File: src/verilog/eclc_pkg.sv
/*
 * constants, types and helpers shared by the configuration load control block.
 * assumes a single 200 mhz clock and an apb register port with 32-bit data.
 */
// Function
// - sample two address straps once, 16 addresses
// - decode each strap into four levels
// - float selects master, high selects slave
// - master: done high until successful load
// - slave: done high-z until request low
// - done chains request reset to next device
// - master: low request starts eeprom read
// - slave: low request resets smbus and registers
// - forward buffered copy of calibration clock
// - smbus clock pin drives only as master
package eclc_pkg;

	// ==========================================================
	// strap levels, as coded by the four-level pad comparator
	// ==========================================================
	typedef enum logic [1:0] {
		ECLC_LVL_STRONG_LOW = 2'h0, // 1k to ground
		ECLC_LVL_WEAK_LOW = 2'h1, // 10k to ground
		ECLC_LVL_FLOAT = 2'h2, // left open
		ECLC_LVL_STRONG_HIGH = 2'h3 // 1k to supply
	} eclc_level_t;

	// bus role derived from the role strap
	typedef enum logic [1:0] {
		ECLC_ROLE_NONE = 2'h0, // reserved strap level, no mode
		ECLC_ROLE_MASTER = 2'h1,
		ECLC_ROLE_SLAVE = 2'h2
	} eclc_role_t;

	// load sequencer states, gray along idle -> load -> done
	typedef enum logic [1:0] {
		ECLC_ST_IDLE = 2'h0,
		ECLC_ST_LOAD = 2'h1,
		ECLC_ST_DONE = 2'h3,
		ECLC_ST_FAIL = 2'h2
	} eclc_state_t;

	// ==========================================================
	// register map
	// ==========================================================
	localparam int ECLC_ADDR_W = 8;
	localparam logic [ECLC_ADDR_W-1:0] ECLC_OFS_CTRL = 8'h00;
	localparam logic [ECLC_ADDR_W-1:0] ECLC_OFS_STATUS = 8'h04;
	localparam int ECLC_CTRL_RELOAD = 0; // write one: rerun the load
	localparam int ECLC_CTRL_LOAD_EN = 1; // gates master load start
	localparam logic ECLC_CTRL_LOAD_EN_RST = 1'h1;
	localparam int ECLC_ST_STATE_LSB = 0; // [1:0] sequencer state
	localparam int ECLC_ST_ROLE_LSB = 2; // [3:2] bus role
	localparam int ECLC_ST_SAMPLED = 4; // straps captured
	localparam int ECLC_ST_REQ = 5; // load request level
	localparam int ECLC_ST_SCL_IN = 6; // smbus clock pin level
	localparam int ECLC_ST_ADDR_LSB = 8; // [14:8] smbus address
	localparam int ECLC_SMB_ADDR_W = 7;
	localparam int ECLC_STRAP_IDX_W = 4;

	// ==========================================================
	// helpers
	// ==========================================================
	// role from strap level: only float and strong high are modes
	function automatic eclc_role_t eclc_role(input eclc_level_t lvl);
		eclc_role_t r;
		r = ECLC_ROLE_NONE;
		if (lvl == ECLC_LVL_FLOAT) begin
			r = ECLC_ROLE_MASTER;
		end else if (lvl == ECLC_LVL_STRONG_HIGH) begin
			r = ECLC_ROLE_SLAVE;
		end
		return r;
	endfunction

endpackage : eclc_pkg

File: src/verilog/eclc_seq_if.sv
/*
 * carrier between the top and the load sequencer.
 * assumes both ends share clk and rst of the top.
 */
interface eclc_seq_if;
	import eclc_pkg::*;
	logic run_master; // master role and loading allowed
	logic request; // load request asserted (pin low)
	logic reload; // software rerun pulse
	logic finish_ok; // engine reports successful load
	logic finish_fail; // engine reports failed load
	logic start; // start pulse to the engine
	eclc_state_t state; // sequencer state
	modport ctl (output run_master, request, reload, finish_ok, finish_fail,
		input start, state);
	modport seq (input run_master, request, reload, finish_ok, finish_fail,
		output start, state);
endinterface : eclc_seq_if

File: src/verilog/eclc_load_seq.sv
/*
 * eeprom load sequencer: starts one load per request seen in idle, tracks the result.
 * assumes the eeprom engine answers every start with one finish pulse.
 */
module eclc_load_seq (
	input wire logic clk,
	input wire logic rst,
	eclc_seq_if.seq sq
);
	import eclc_pkg::*;

	// ==========================================================
	// state machine
	// ==========================================================
	// a failed load waits for the request to be released and
	// raised again, so a stuck-low pin does not hammer the eeprom
	always_ff @(posedge clk) begin
		if (rst || !sq.run_master) begin
			sq.state <= ECLC_ST_IDLE;
		end else begin
			unique case (sq.state)
				ECLC_ST_IDLE: begin
					if (sq.request) begin
						sq.state <= ECLC_ST_LOAD;
					end
				end
				ECLC_ST_LOAD: begin
					if (sq.finish_ok) begin
						sq.state <= ECLC_ST_DONE;
					end else if (sq.finish_fail) begin
						sq.state <= ECLC_ST_FAIL;
					end
				end
				ECLC_ST_DONE: begin
					// request may stay low here without effect
					if (sq.reload) begin
						sq.state <= ECLC_ST_LOAD;
					end
				end
				ECLC_ST_FAIL: begin
					if (sq.reload) begin
						sq.state <= ECLC_ST_LOAD;
					end else if (!sq.request) begin
						sq.state <= ECLC_ST_IDLE;
					end
				end
			endcase
		end
	end

	// start pulse on every entry to the load state
	always_ff @(posedge clk) begin
		if (rst || !sq.run_master) begin
			sq.start <= 1'b0;
		end else begin
			sq.start <= ((sq.state == ECLC_ST_IDLE) && sq.request) ||
				((sq.state == ECLC_ST_DONE || sq.state == ECLC_ST_FAIL) && sq.reload);
		end
	end

endmodule // eclc_load_seq

File: src/verilog/eclc_top.sv
/*
 * configuration load control: straps, bus role, load request and done
 * pins, calibration clock forward, apb status and control.
 * assumes pad comparators deliver each four-level strap as a 2-bit code
 * and the board pull-up makes an open request pin read high.
 */
module eclc_top #(
	parameter logic [eclc_pkg::ECLC_SMB_ADDR_W-1:0] SMB_ADDR_BASE = 7'h50 // low 4 bits zero
) (
	input wire logic clk,
	input wire logic rst,
	// apb slave
	input wire logic psel,
	input wire logic penable,
	input wire logic pwrite,
	input wire logic [eclc_pkg::ECLC_ADDR_W-1:0] paddr,
	input wire logic [31:0] pwdata,
	output logic [31:0] prdata,
	output logic pready,
	output logic pslverr,
	// straps and pins
	input wire eclc_pkg::eclc_level_t address_strap0,
	input wire eclc_pkg::eclc_level_t address_strap1,
	input wire eclc_pkg::eclc_level_t bus_role_select,
	input wire logic load_request_n,
	output logic done_n_o,
	output logic done_n_oe,
	input wire logic cal_clk_in,
	output logic cal_clk_out,
	input wire logic smbus_clock_pin_i,
	output logic smbus_clock_pin_o,
	output logic smbus_clock_pin_oe,
	// eeprom / smbus engine side
	input wire logic eng_clock_low,
	input wire logic eng_finish_ok,
	input wire logic eng_finish_fail,
	output logic eng_start,
	output logic eng_reset,
	output logic [eclc_pkg::ECLC_SMB_ADDR_W-1:0] smbus_address,
	output eclc_pkg::eclc_role_t bus_role
);
	import eclc_pkg::*;

	// elaboration check: the strap bits are ored into the low bits,
	// so a base with any of them set would alias addresses
	if (SMB_ADDR_BASE[ECLC_STRAP_IDX_W-1:0] != '0) begin : g_bad_base
		$error("SMB_ADDR_BASE low bits must be zero");
	end

	// ==========================================================
	// strap capture
	// ==========================================================
	logic sampled; // straps captured once after reset
	logic [ECLC_STRAP_IDX_W-1:0] strap_idx; // combined address straps
	logic request; // load request asserted

	// capture at the first edge after reset release, then freeze
	always_ff @(posedge clk) begin
		if (rst) begin
			sampled <= 1'b0;
			strap_idx <= '0;
			bus_role <= ECLC_ROLE_NONE;
		end else if (!sampled) begin
			sampled <= 1'b1;
			strap_idx <= {address_strap1, address_strap0};
			bus_role <= eclc_role(bus_role_select);
		end
	end

	// 16 addresses: base plus the four strap bits
	always_ff @(posedge clk) begin
		if (rst) begin
			smbus_address <= '0;
		end else begin
			smbus_address <= SMB_ADDR_BASE | {3'h0, strap_idx};
		end
	end

	// open pin is pulled high, so only a driven low asserts
	assign request = !load_request_n;

	// ==========================================================
	// control register and slave-mode reset
	// ==========================================================
	logic slave_hold; // slave role with request low
	logic ctrl_load_en; // software load gate
	logic ctrl_reload; // one-cycle rerun pulse
	logic wr_ctrl; // apb write to control in access phase

	assign slave_hold = (bus_role == ECLC_ROLE_SLAVE) && request;
	assign wr_ctrl = psel && penable && pwrite && (paddr == ECLC_OFS_CTRL);

	// registers are held in reset while the slave request is low
	always_ff @(posedge clk) begin
		if (rst || slave_hold) begin
			ctrl_load_en <= ECLC_CTRL_LOAD_EN_RST;
			ctrl_reload <= 1'b0;
		end else begin
			ctrl_reload <= wr_ctrl && pwdata[ECLC_CTRL_RELOAD];
			if (wr_ctrl) begin
				ctrl_load_en <= pwdata[ECLC_CTRL_LOAD_EN];
			end
		end
	end

	// smbus state machine reset follows the slave hold
	always_ff @(posedge clk) begin
		if (rst) begin
			eng_reset <= 1'b1;
		end else begin
			eng_reset <= slave_hold;
		end
	end

	// ==========================================================
	// load sequencer
	// ==========================================================
	eclc_seq_if sq ();

	assign sq.run_master = sampled && (bus_role == ECLC_ROLE_MASTER) && ctrl_load_en;
	assign sq.request = request;
	assign sq.reload = ctrl_reload;
	assign sq.finish_ok = eng_finish_ok;
	assign sq.finish_fail = eng_finish_fail;

	eclc_load_seq u_seq (
		.clk(clk),
		.rst(rst),
		.sq(sq)
	);

	// start pulse is already a flop output inside the sequencer
	always_ff @(posedge clk) begin
		if (rst) begin
			eng_start <= 1'b0;
		end else begin
			eng_start <= sq.start;
		end
	end

	// ==========================================================
	// done pin
	// ==========================================================
	// master drives always, low only after success; slave floats
	// and pulls low while its request is low, so a chain passes
	// the reset on and also releases it in turn
	always_ff @(posedge clk) begin
		if (rst) begin
			done_n_o <= 1'b1;
			done_n_oe <= 1'b0;
		end else if (bus_role == ECLC_ROLE_MASTER) begin
			done_n_oe <= 1'b1;
			done_n_o <= !(sq.state == ECLC_ST_DONE);
		end else if (bus_role == ECLC_ROLE_SLAVE) begin
			done_n_oe <= request;
			done_n_o <= 1'b0;
		end else begin
			done_n_oe <= 1'b0; // reserved role: pin left floating
			done_n_o <= 1'b1;
		end
	end

	// ==========================================================
	// smbus clock pin and calibration clock
	// ==========================================================
	// open drain: only ever pulls low, and only as master
	always_ff @(posedge clk) begin
		if (rst) begin
			smbus_clock_pin_o <= 1'b0;
			smbus_clock_pin_oe <= 1'b0;
		end else begin
			smbus_clock_pin_o <= 1'b0;
			smbus_clock_pin_oe <= (bus_role == ECLC_ROLE_MASTER) && eng_clock_low;
		end
	end

	// retimed copy; 200 mhz sampling adds up to 5 ns of jitter,
	// acceptable since the calibration clock has no jitter budget
	always_ff @(posedge clk) begin
		if (rst) begin
			cal_clk_out <= 1'b0;
		end else begin
			cal_clk_out <= cal_clk_in;
		end
	end

	// ==========================================================
	// apb slave: zero wait states, data prepared in setup phase
	// ==========================================================
	logic [31:0] next_prdata; // read mux
	logic next_err; // unmapped address

	always_comb begin
		next_prdata = '0;
		next_err = 1'b0;
		unique case (paddr)
			ECLC_OFS_CTRL: begin
				next_prdata[ECLC_CTRL_LOAD_EN] = ctrl_load_en;
			end
			ECLC_OFS_STATUS: begin
				next_prdata[ECLC_ST_STATE_LSB +: 2] = sq.state;
				next_prdata[ECLC_ST_ROLE_LSB +: 2] = bus_role;
				next_prdata[ECLC_ST_SAMPLED] = sampled;
				next_prdata[ECLC_ST_REQ] = request;
				next_prdata[ECLC_ST_SCL_IN] = smbus_clock_pin_i;
				next_prdata[ECLC_ST_ADDR_LSB +: ECLC_SMB_ADDR_W] = smbus_address;
			end
			default: begin
				next_err = 1'b1;
			end
		endcase
	end

	// read data and error settle in setup, stand through access
	always_ff @(posedge clk) begin
		if (rst) begin
			prdata <= '0;
			pslverr <= 1'b0;
			pready <= 1'b0;
		end else begin
			pready <= 1'b1;
			if (psel && !penable) begin
				prdata <= pwrite ? 32'h0000_0000 : next_prdata;
				pslverr <= next_err;
			end
		end
	end

endmodule // eclc_top
File: config.mk
export PLATFORM = sky130hd
export DESIGN_NAME = eclc_top
export DESIGN_NICKNAME = d
export VERILOG_FILES = /design/src/verilog/eclc_pkg.sv /design/src/verilog/eclc_seq_if.sv /design/src/verilog/eclc_load_seq.sv /design/src/verilog/eclc_top.sv
export SDC_FILE = /design/constraint.sdc
export NUM_CORES = 1
export LEC_CHECK = 0
export BUFFER_PORTS_ARGS = -buffer_cell sky130_fd_sc_hd__buf_2
export CAP_MARGIN = 20
export CORE_UTILIZATION = 43
export DETAILED_ROUTE_END_ITERATION = 10
export PLACE_DENSITY = 0.84
export SKIP_LAST_GASP = 1
export SYNTH_ARGS = -nofsm -noshare
export SYNTH_HDL_FRONTEND = slang
export SYNTH_SLANG_ARGS = --single-unit
File: constraint.sdc
create_clock -name clk -period 2 [get_ports clk]
set_input_delay 0.1 -clock clk [delete_from_list [all_inputs] [get_ports clk]]
set_output_delay 0.1 -clock clk [all_outputs]
set_load 0.005 [all_outputs]
==> run metrics, run 1 <==
Die Wd=between 60 and 70 um; Slew @ Worst Pin=just over 0.8 ns; EDFF count, synth=0; post-layout minimum cycle time=1.408 ns; post-synthesis mux area share=5.456%; switching share of power=around 22%; ANT cells=0; Vias/cell=roughly 4.5; first-pass GRT wire length=4057 um; clock-pin slew on the worst setup and hold paths=roughly 0.090 ns; R2R Path End=u_seq.sq.state[0]$_SDFFE_PP0P_; Inst Count DP=around 240; ranking of synthesized cells by area=dfxtp_1 46%, buf_4 13%, mux2i_1 5.5%, a22o_2 4.8%, ha_1 4.3%; final wirelength=2651 um; vias in the first global route=a little under 1000; hold_ws=roughly 0.019 ns; maximum vdd drop=a little over 0.0004 V; warnings from Yosys=0; Hold WC Path Type=input pin to flip-flop; Synth Register Bits=34; Finished Layout Cells=251; maximum clock path buffer count=2; Worst setup SP type=flip-flop; cts bufs inserted=5; Synth top area share=a little under half; Compound-Gate Fraction of Synth Area=between 10% and 20%; total track usage=between 15 and 20%; Final Cycle Share=a little over two thirds; ANT nets after route=0; core area=about 3200 um^2; clock sink count=34; total gr overflow=0; H-tree levels=2; Die ar.=~3700 um^2; Crit Path Category=flip-flop to flip-flop; fmax=roughly 710 MHz; first-iteration detailed-routing DRC count=between 50 and 60; DP Wirelength=1897 um; worst reg2reg setup slack=approximately 0.6 ns; Internal=around 0.9 mW; post-synthesis adder-cell area fraction=roughly 4.3%; row count=20; simple-gate share of the synthesized area=~16%; most frequent cell after synthesis=dfxtp_1; die height=60.42 um; Final Setup Violations=0; Avg Cell Area, Syn=9.917 um^2; Post-CTS Setup Repair Bufs=0; Fin Setup TNS=0 ns; status=finished clean; max cap viols=0; Reg power frac=60.3%; Logic pwr share=9.2%; drt pass-1 iters=3; IO buf count=between 50 and 60; RSZ-0062 raised after global routing=no; FF-to-FF path depth=5; layout cells sized above 1=34.78%; Data required, critical path=approximately 2.2 ns; asr flop ratio synth=0%; Setup crit end=u_seq.sq.state[0]$_SDFFE_PP0P_; worst reg2reg startpoint=u_seq.sq.state[0]$_SDFFE_PP0P_; delay-heaviest family, CP=flip-flops; nets=270; NetSw=0.2612 mW; clock share of power=30.5%; crit path launch=u_seq.sq.state[0]$_SDFFE_PP0P_; # IOs=approximately 110; Root Driver=clkbuf_4; WL/cell=10.56 um; CTS tree=yes; Pins Over Slew Limit=0; PD cells=roughly 650 nW/um^2; clock skew=around 0.007 ns; count of final hold-check violations=0; critical path data arrival time=between 1.5 and 2 ns; Synth area leader=dfxtp_1; Synth cell types=30; met2 wire len=between 1000 and 1500 um; CTS resizes=0; Post-Synth XOR/XNOR Area=0%; Detail Route met3 WL=roughly 160 um; area grow syn2layout=21.65%; # DRC=0; top routing layer in use=met4; Clk Latency, worst-skew pair=between 0.3 and 0.4 ns; Setup crit end kind=flip-flop; CP Depth=5; met1 WL=roughly 1200 um; largest family of logic cells by synthesized area=buffers and inverters; Synth Instances=~150; largest net degree at the start of global routing=18; sequential area share after synthesis=between 40% and 50%; Final Wtd Congestion=around 0.7; Worst path slowest cell=dfxtp_1; Cell Area, Synth=between 1000 and 1500 um^2; number of vias in the routed layout=~1100; Worst slew margin=44.98%; Top FF cell, synth=dfxtp_1; # fillers=approximately 300; initial antenna violation count=0; Buf+Inv Stages, Crit Path=1; top post-synthesis cells by count=34 x dfxtp_1, 26 x buf_4, 12 x nor2_1; Initial Utilization=roughly 47%; crit-path max FO=6; LEAKAGE=roughly 0.89 nW; CP max stage delay=between 0.4 and 0.5 ns; CP cell instances=inv_1 > ha_1 > a22oi_1 > o21ai_0 > mux2i_1
metal layers:
layer,vias to the layer above,track usage [%]
met1,508,18.07
met4,0,3.896
li1,569,-
met2,52,25.90
met5,-,0
met3,2,6.397
cell usage in the layout (no fill, tap or decap), drive strengths merged:
master       instances
nand4b               1
a21oi                3
a21boi               1
dlygate4sd3          8
mux2i                8
or3                  1
nor2b                8
nand2               11
a22o                10
a211oi               1
nor3b                2
buf                 55
o21a                 1
nor2                13
and4                 1
conb                21
o21ai                3
a21bo                1
or4                  1
nand2b               1
dfxtp               34
a22oi                2
nor3                 1
inv                  5
and3                 3
clkbuf               6
ha                   5
area by class of cell:
type / instances / area (um^2) / area share (%)
multi-input combinational: 99 / 624.3 / 34.97
tap: 44 / 55.05 / 3.083
timing repair buffer: 63 / 355.3 / 19.90
clock buffer: 6 / 51.30 / 2.873
inverter: 5 / 18.77 / 1.051
sequential: 34 / 680.7 / 38.12
logic make-up after synthesis:
kind of cell	after synthesis
and+or+nand+nor	43
buffers and inverters	35
DFF	34
AOI/OAI and AO/OA	22
muxes	8
adders and majority gates	5
other	1
worst min-delay path, stage by stage:
cell and delay [ns]:
buf_2 0.08, mux2i_1 0.05, nor2_1 0.08
state kept, by name, indices dropped and copies added (netlist names):
register            cells
prdata                 11
smbus_address           5
strap_idx               4
bus_role                2
u_seq.sq.state          2
cal_clk_out             1
ctrl_load_en            1
ctrl_reload             1
done_n_o                1
done_n_oe               1
eng_reset               1
eng_start               1
pslverr                 1
smbus_clock_pin_oe      1
u_seq.sq.start          1
stage by stage:
step                cell area, um^2  setup WS [ns]  utilization (%)  power (mW)
finish                         1785         0.5921            56.63       1.168
global route                   1785         0.4688            56.63       1.240
CTS                            1765         0.6050            55.99       1.183
detailed placement             1654         0.4104            52.46      0.8153
global placement               1654         0.4188            52.46      0.8132
floorplan                      1543         0.7193                -      0.8023
power groups by stage:
stage | logic [mW] | clock network [mW] | registers, mW
after global placement | 0.0933 | 0 | 0.720
after floorplan | 0.0855 | 0 | 0.717
final | 0.107 | 0.356 | 0.704
after global routing | 0.121 | 0.412 | 0.708
after detailed placement | 0.0948 | 0 | 0.721
after CTS | 0.104 | 0.374 | 0.705
worst min-delay path by stage:
stage | to | slack [ns] | cells after the start | start
2_1_floorplan | ctrl_load_en$_SDFFE_PP1P_ | 0.23 | 2 | pwdata[1]
3_3_place_gp | ctrl_load_en$_SDFFE_PP1P_ | 0.32 | 3 | pwdata[1]
3_5_place_dp | prdata[6]$_SDFFE_PP0P_ | 0.32 | 2 | smbus_clock_pin_i
4_1_cts | ctrl_reload$_SDFF_PP0_ | 0.003 | 2 | pwdata[0]
5_1_grt | strap_idx[2]$_SDFFE_PP0N_ | 0.02 | 3 | address_strap1[0]
6_report | strap_idx[2]$_SDFFE_PP0N_ | 0.02 | 3 | address_strap1[0]
repair_timing:
item	4_1_cts	5_1_grt
hold buffers	6	2
hold endpoints to repair	6	2
setup endpoints to repair	0	0
Power figures use the tool's default switching activity.
==> inputs of run 2 (changes only) <==
--- a/config.mk
+++ b/config.mk
@@ -7,9 +7,9 @@
 export LEC_CHECK = 0
 export BUFFER_PORTS_ARGS = -buffer_cell sky130_fd_sc_hd__buf_2
 export CAP_MARGIN = 20
-export CORE_UTILIZATION = 43
+export CORE_UTILIZATION = 36
 export DETAILED_ROUTE_END_ITERATION = 10
-export PLACE_DENSITY = 0.84
+export PLACE_DENSITY = 0.75
 export SKIP_LAST_GASP = 1
 export SYNTH_ARGS = -nofsm -noshare
 export SYNTH_HDL_FRONTEND = slang
==> constraint.sdc (replaced) <==
create_clock -name clk -period 1.27 [get_ports clk]
set_input_delay 0.0635 -clock clk [delete_from_list [all_inputs] [get_ports clk]]
set_output_delay 0.0635 -clock clk [all_outputs]
set_load 0.005 [all_outputs]
==> run 2 against run 1 <==
Sequential share of layout area down 2.0 points. Critical path type unchanged. Power rose by 73%. Worst hold slack worse by 0.0030 ns. Final area increased by 6.0%. Non-clock buffer count grew 8. Highest routed layer is now met3. Largest cell class unchanged. Critical endpoint is now u_seq.sq.start$_SDFF_PP0_. Clock power increased by 100%. Routed wire length increased by 6.8%. Sequential power grew 56%. Register-to-register slack worse by 0.51 ns. Die area grew 19%. Combinational power grew 71%. Largest power group unchanged.
==> run metrics, run 2 (synthesis gave the netlist of run 1 again) <==
status=finished clean; Pins Over Slew Limit=0; DP Wirelength=2160 um; Root Driver=clkbuf_8; IO buf count=55; WL/cell=~11 um; ANT nets after route=0; H-tree levels=2; design area=1892 um^2; Hold WC Path Type=input pin to flip-flop; die height=65.85 um; depth of the worst hold-timing path=2; first-pass GRT wire length=roughly 4500 um; total gr overflow=0; Initial Utilization=between 30% and 40%; nets=approximately 280; # IOs=~110; worst reg2reg setup slack=0.08 ns; Final Setup Violations=0; PD cells=~1100 nW/um^2; total track usage=a little over an eighth; layout cells sized above 1=a little over two fifths; initial antenna violation count=0; number of vias in the routed layout=about 1100; Inst Count DP=approximately 260; final wirelength=approximately 2800 um; origin of the worst min-delay path=eng_clock_low; Vias/cell=around 4.4; fmax=approximately 840 MHz; maximum vdd drop=between 0.0005 and 0.0006 V; worst reg2reg startpoint=u_seq.sq.state[0]$_SDFFE_PP0P_; RSZ-0062 raised after global routing=no; Finished Layout Cells=between 200 and 300; max FFs per register=11; Cell Area, Placed=between 1500 and 2000 um^2; largest net degree at the start of global routing=12; critical path data arrival time=approximately 1.3 ns; clock skew=0.003838 ns; Die ar.=about 4300 um^2; top flop regs=prdata x11, smbus_address x5, strap_idx x4; clock-pin slew on the worst setup and hold paths=approximately 0.070 ns; Final Cycle Share=93.47%; first-iteration detailed-routing DRC count=50; most common cell after layout, fill and taps aside=buf_2; post-layout minimum cycle time=roughly 1.2 ns; drt pass-1 iters=4; largest register by flop count=prdata; clock sink count=34; maximum clock path buffer count=2; Die Wd=roughly 66 um; Final Wtd Congestion=0.7128; R2R Path End=u_seq.sq.start$_SDFF_PP0_; area grow syn2layout=28.90%; final design utilization=50.17%; count of final hold-check violations=0; cts bufs inserted=5; hold path endpoint=smbus_clock_pin_oe$_SDFF_PP0_; crit-path max FO=5; Crit Path Category=flip-flop to flip-flop; Setup crit end kind=flip-flop; vias in the first global route=between 1000 and 1500; most frequent cells in the layout=55 x buf_2, 32 x dfxtp_1, 21 x conb_1, 13 x buf_4, 12 x nor2_1; Clk Latency, worst-skew pair=0.27 ns; Data required, critical path=approximately 1.4 ns; FF-to-FF path depth=4; LEAKAGE=0.9607 nW; Worst setup SP type=flip-flop; CTS tree=yes; max cap viols=0; row count=22; core area=around 3800 um^2; # DRC=0; ANT cells=0
## run 2: changes by cell type in the layout (fill, tap and decap cells not counted), sizes merged
cell	change
buf	+14
clkbuf	-1
clkinv	+2
dlygate4sd3	-6
## run 2: area by class of cell
type / instances / area, um^2
Multi-Input combinational cell: 99 / 638.1
Inverter: 5 / 18.77
Timing Repair Buffer: 71 / 412.9
Clock inverter: 2 / 10.01
Tap cell: 48 / 60.06
Clock buffer: 5 / 68.82
Sequential cell: 34 / 683.2
Fill cell: 364 / 1879
## run 2: power breakdown
group          switching [mW]  internal, mW
logic                  0.0908        0.0921
registers              0.0120          1.09
clock network           0.361         0.367
## run 2: stage by stage
stage	worst slack (ns)	setup TNS, ns	hold slack, ns	total power [mW]
after floorplan	0.02584	0	0.1908	1.264
after global placement	-0.1090	-0.9214	0.2804	1.301
after detailed placement	-0.1806	-1.346	0.2826	1.303
after CTS	0.02237	0	0.008865	2.036
after global routing	0.008352	0	0.02195	2.104
final	0.08291	0	0.01571	2.015
## run 2: timing repair
item                                   in CTS  in global routing
gates resized for setup                     2                  5
cloned                                      0                  0
setup endpoints to repair                   2                  2
setup buffers                               0                  0
endpoints found under the hold margin       2                  0
hold buffers                                2                  0
## run 2: worst max-delay path by stage
stage | endpoint | from | slack (ns) | cells past startpoint
2_1_floorplan | ctrl_load_en$_SDFFE_PP1P_ | paddr[7] | 0.03 | 4
6_report | u_seq.sq.start$_SDFF_PP0_ | u_seq.sq.state[0]$_SDFFE_PP0P_ | 0.08 | 4
3_5_place_dp | ctrl_load_en$_SDFFE_PP1P_ | paddr[7] | -0.18 | 5
5_1_grt | u_seq.sq.state[0]$_SDFFE_PP0P_ | u_seq.sq.state[0]$_SDFFE_PP0P_ | 0.008 | 5
4_1_cts | u_seq.sq.state[0]$_SDFFE_PP0P_ | u_seq.sq.state[1]$_SDFFE_PP0P_ | 0.02 | 5
3_3_place_gp | ctrl_load_en$_SDFFE_PP1P_ | paddr[7] | -0.11 | 5
## run 2: per-layer routing
| metal | part of all wire, % | track usage [%] | vias to the layer above |
|---|---|---|---|
| met3 | 8.4 | 4.483 | 0 |
| met1 | 45 | 17.37 | 505 |
| met5 | 0 | 0 | - |
| li1 | - | - | 580 |
| met4 | 0 | 4.076 | 0 |
| met2 | 47 | 21.68 | 64 |
## run 2: worst max-delay path, cell delays in order, from the launching register on
cell and delay, ns:
dfxtp_2 0.35, ha_1 0.23, buf_4 0.15, o21ai_0 0.21
a21boi_0 0.13
==> inputs of run 3 (changes only) <==
--- a/config.mk
+++ b/config.mk
@@ -5,11 +5,11 @@
 export SDC_FILE = /design/constraint.sdc
 export NUM_CORES = 1
 export LEC_CHECK = 0
-export BUFFER_PORTS_ARGS = -buffer_cell sky130_fd_sc_hd__buf_2
 export CAP_MARGIN = 20
-export CORE_UTILIZATION = 36
+export CORE_UTILIZATION = 50
 export DETAILED_ROUTE_END_ITERATION = 10
-export PLACE_DENSITY = 0.75
+export DONT_BUFFER_PORTS = 1
+export PLACE_DENSITY = 0.68
 export SKIP_LAST_GASP = 1
 export SYNTH_ARGS = -nofsm -noshare
 export SYNTH_HDL_FRONTEND = slang
==> run 3 against run 2 <==
Combinational power down 11%. Power increased by 0.84%. Utilization up 15 points. Clock skew rose by 0.0079 ns. Critical path depth increased by 1. Count of clock-buffer cells in the layout is the same. Fmax fell by 1.3%. Via count fell by 7.9%. Die area fell by 27%. Final area shrank 4.3%. Routed wire length rose by 1.9%. Global-route usage up 5.3 points. Critical endpoint is now u_seq.sq.state[0]$_SDFFE_PP0P_. Highest routed layer is now met4.
==> run metrics, run 3 (synthesis gave the netlist of run 1 again) <==
status=finished clean; switching share of power=~22%; critical path data arrival time=1.46 ns; max FFs per register=11; Die Wd=56.18 um; die height=roughly 56 um; CP max stage delay=about 0.37 ns; crit-path max FO=4; ANT nets after route=0; DP Wirelength=1978 um; delay-heaviest family, CP=flip-flops; Die ar.=roughly 3200 um^2; post-layout minimum cycle time=approximately 1.2 ns; WL/cell=around 14 um; CTS tree=yes; Root Driver=clkbuf_4; M2 GR Usage=between 30% and 40%; clock share of power=37.7%; max cap viols=0; Worst setup SP type=flip-flop; Clk Latency, worst-skew pair=roughly 0.34 ns; Internal=about 1.6 mW; most frequent cells in the layout=31 x dfxtp_1, 23 x dlygate4sd3_1, 21 x conb_1, 12 x nor2_1, 11 x nand2_1; Worst slew margin=between 40 and 50%; fmax=831.8 MHz; top flop regs=prdata x11, smbus_address x5, strap_idx x4; first-pass GRT wire length=about 4400 um; total track usage=about a fifth; # DRC=0; Slew @ Worst Pin=roughly 0.8 ns; largest register by flop count=prdata; Final Cycle Share=94.67%; area grow syn2layout=23.36%; Vias/cell=~5; Initial Utilization=between 50% and 60%; clock skew=0.01173 ns; vias in the first global route=996; NetSw=0.4507 mW; Logic pwr share=8.0%; maximum vdd drop=about 0.0012 V; final wirelength=slightly below 3000 um; H-tree levels=2; met1 Use GR=approximately a fifth; nets=241; Reg power frac=54.3%; RSZ-0062 raised after global routing=no; IO buf count=0; most common cell after layout, fill and taps aside=dfxtp_1; Final Wtd Congestion=roughly 0.74; PD cells=between 1000 and 1500 nW/um^2; Worst path slowest cell=dfxtp_4; Hold WC Path Type=input pin to flip-flop; ANT cells=0; row count=19; drt pass-1 iters=6; core area=2758 um^2; layer with the highest usage=met2; # IOs=approximately 110; Fin Setup TNS=0 ns; largest net degree at the start of global routing=12; Pins Over Slew Limit=0; Crit Path Category=flip-flop to flip-flop; initial antenna violation count=0; first-iteration detailed-routing DRC count=36; Final Setup Violations=0; Data required, critical path=1.53 ns; layout cells sized above 1=roughly a fifth; total gr overflow=0; clock-pin slew on the worst setup and hold paths=around 0.11 ns; count of final hold-check violations=0; clock sink count=34; Setup crit end kind=flip-flop; number of vias in the routed layout=between 1000 and 1500; worst reg2reg setup slack=0.07 ns; Buf+Inv Stages, Crit Path=1; cts bufs inserted=5; CP cell instances=buf_4 > ha_1 > a22oi_2 > o21ai_2 > mux2i_1; met3 GRT Util=6.279%; Total Power=between 2 and 2.5 mW; maximum clock path buffer count=2; LEAKAGE=approximately 0.8 nW
[run 3: cell count changes in the layout (fill, tap and decap cells not counted), sizes merged]
cell,change
buf,-59
bufinv,+1
dlygate4sd3,+21
dlymetal6s4s,+1
[run 3: path summary, 6_finish.rpt]
| path | startpoint | end | cells after the start |
|---|---|---|---|
| hold / removal | penable | pslverr$_SDFFE_PP0P_ | 2 |
| setup / recovery | u_seq.sq.state[0]$_SDFFE_PP0P_ | u_seq.sq.state[0]$_SDFFE_PP0P_ | 5 |
| hold reg to reg | prdata[1]$_SDFFE_PP0P_ | prdata[1]$_SDFFE_PP0P_ | 2 |
| setup reg to reg | u_seq.sq.state[0]$_SDFFE_PP0P_ | u_seq.sq.state[0]$_SDFFE_PP0P_ | 5 |
[run 3: final cells by class]
class                           count  area (um^2)
Clock buffer                        5        37.54
Clock inverter                      3        40.04
Fill cell                         232        947.2
Inverter                            5        18.77
Multi-Input combinational cell     99        655.6
Sequential cell                    34        689.4
Tap cell                           31        38.79
Timing Repair Buffer               34        330.3
[run 3: per-stage QoR]
step,hold slack [ns],instance area (um^2),cells,worst slack [ns],utilization [%]
2_1_floorplan,0.1908,1543,168,0.02584,-
3_3_place_gp,0.1386,1450,179,-0.05577,52.59
3_5_place_dp,0.1386,1450,179,-0.1097,52.59
4_1_cts,0.02204,1750,209,0.0009255,63.48
5_1_grt,0.04482,1810,211,0.009690,65.65
6_report,0.009870,1810,211,0.06775,65.65
[run 3: power groups by stage]
stage / clock (mW) / combinational (mW) / sequential [mW]
6_report: 0.766 / 0.163 / 1.10
4_1_cts: 0.772 / 0.151 / 1.11
5_1_grt: 0.824 / 0.180 / 1.11
2_1_floorplan: 0 / 0.135 / 1.13
3_5_place_dp: 0 / 0.0964 / 1.13
3_3_place_gp: 0 / 0.0929 / 1.13
[run 3: repair_timing]
item,4_1_cts,5_1_grt
pin swaps,0,2
hold endpoints to repair,24,2
endpoints found under the setup margin,2,13
setup buffers,0,0
gates resized for setup,3,11
hold buffers,22,3
cloned,0,0
[run 3: worst reg2reg max path, cell delays in order, from the launching register on]
cell and delay [ns]:
dfxtp_4 0.37, buf_4 0.14, ha_1 0.22, a22oi_2 0.13, o21ai_2 0.10, mux2i_1 0.17
[run 3: metal layers]
layer,share of wire [%],vias to the layer above
met1,37,491
met3,7.5,7
met4,2.0,0
li1,-,508
met2,53,52
met5,0,-
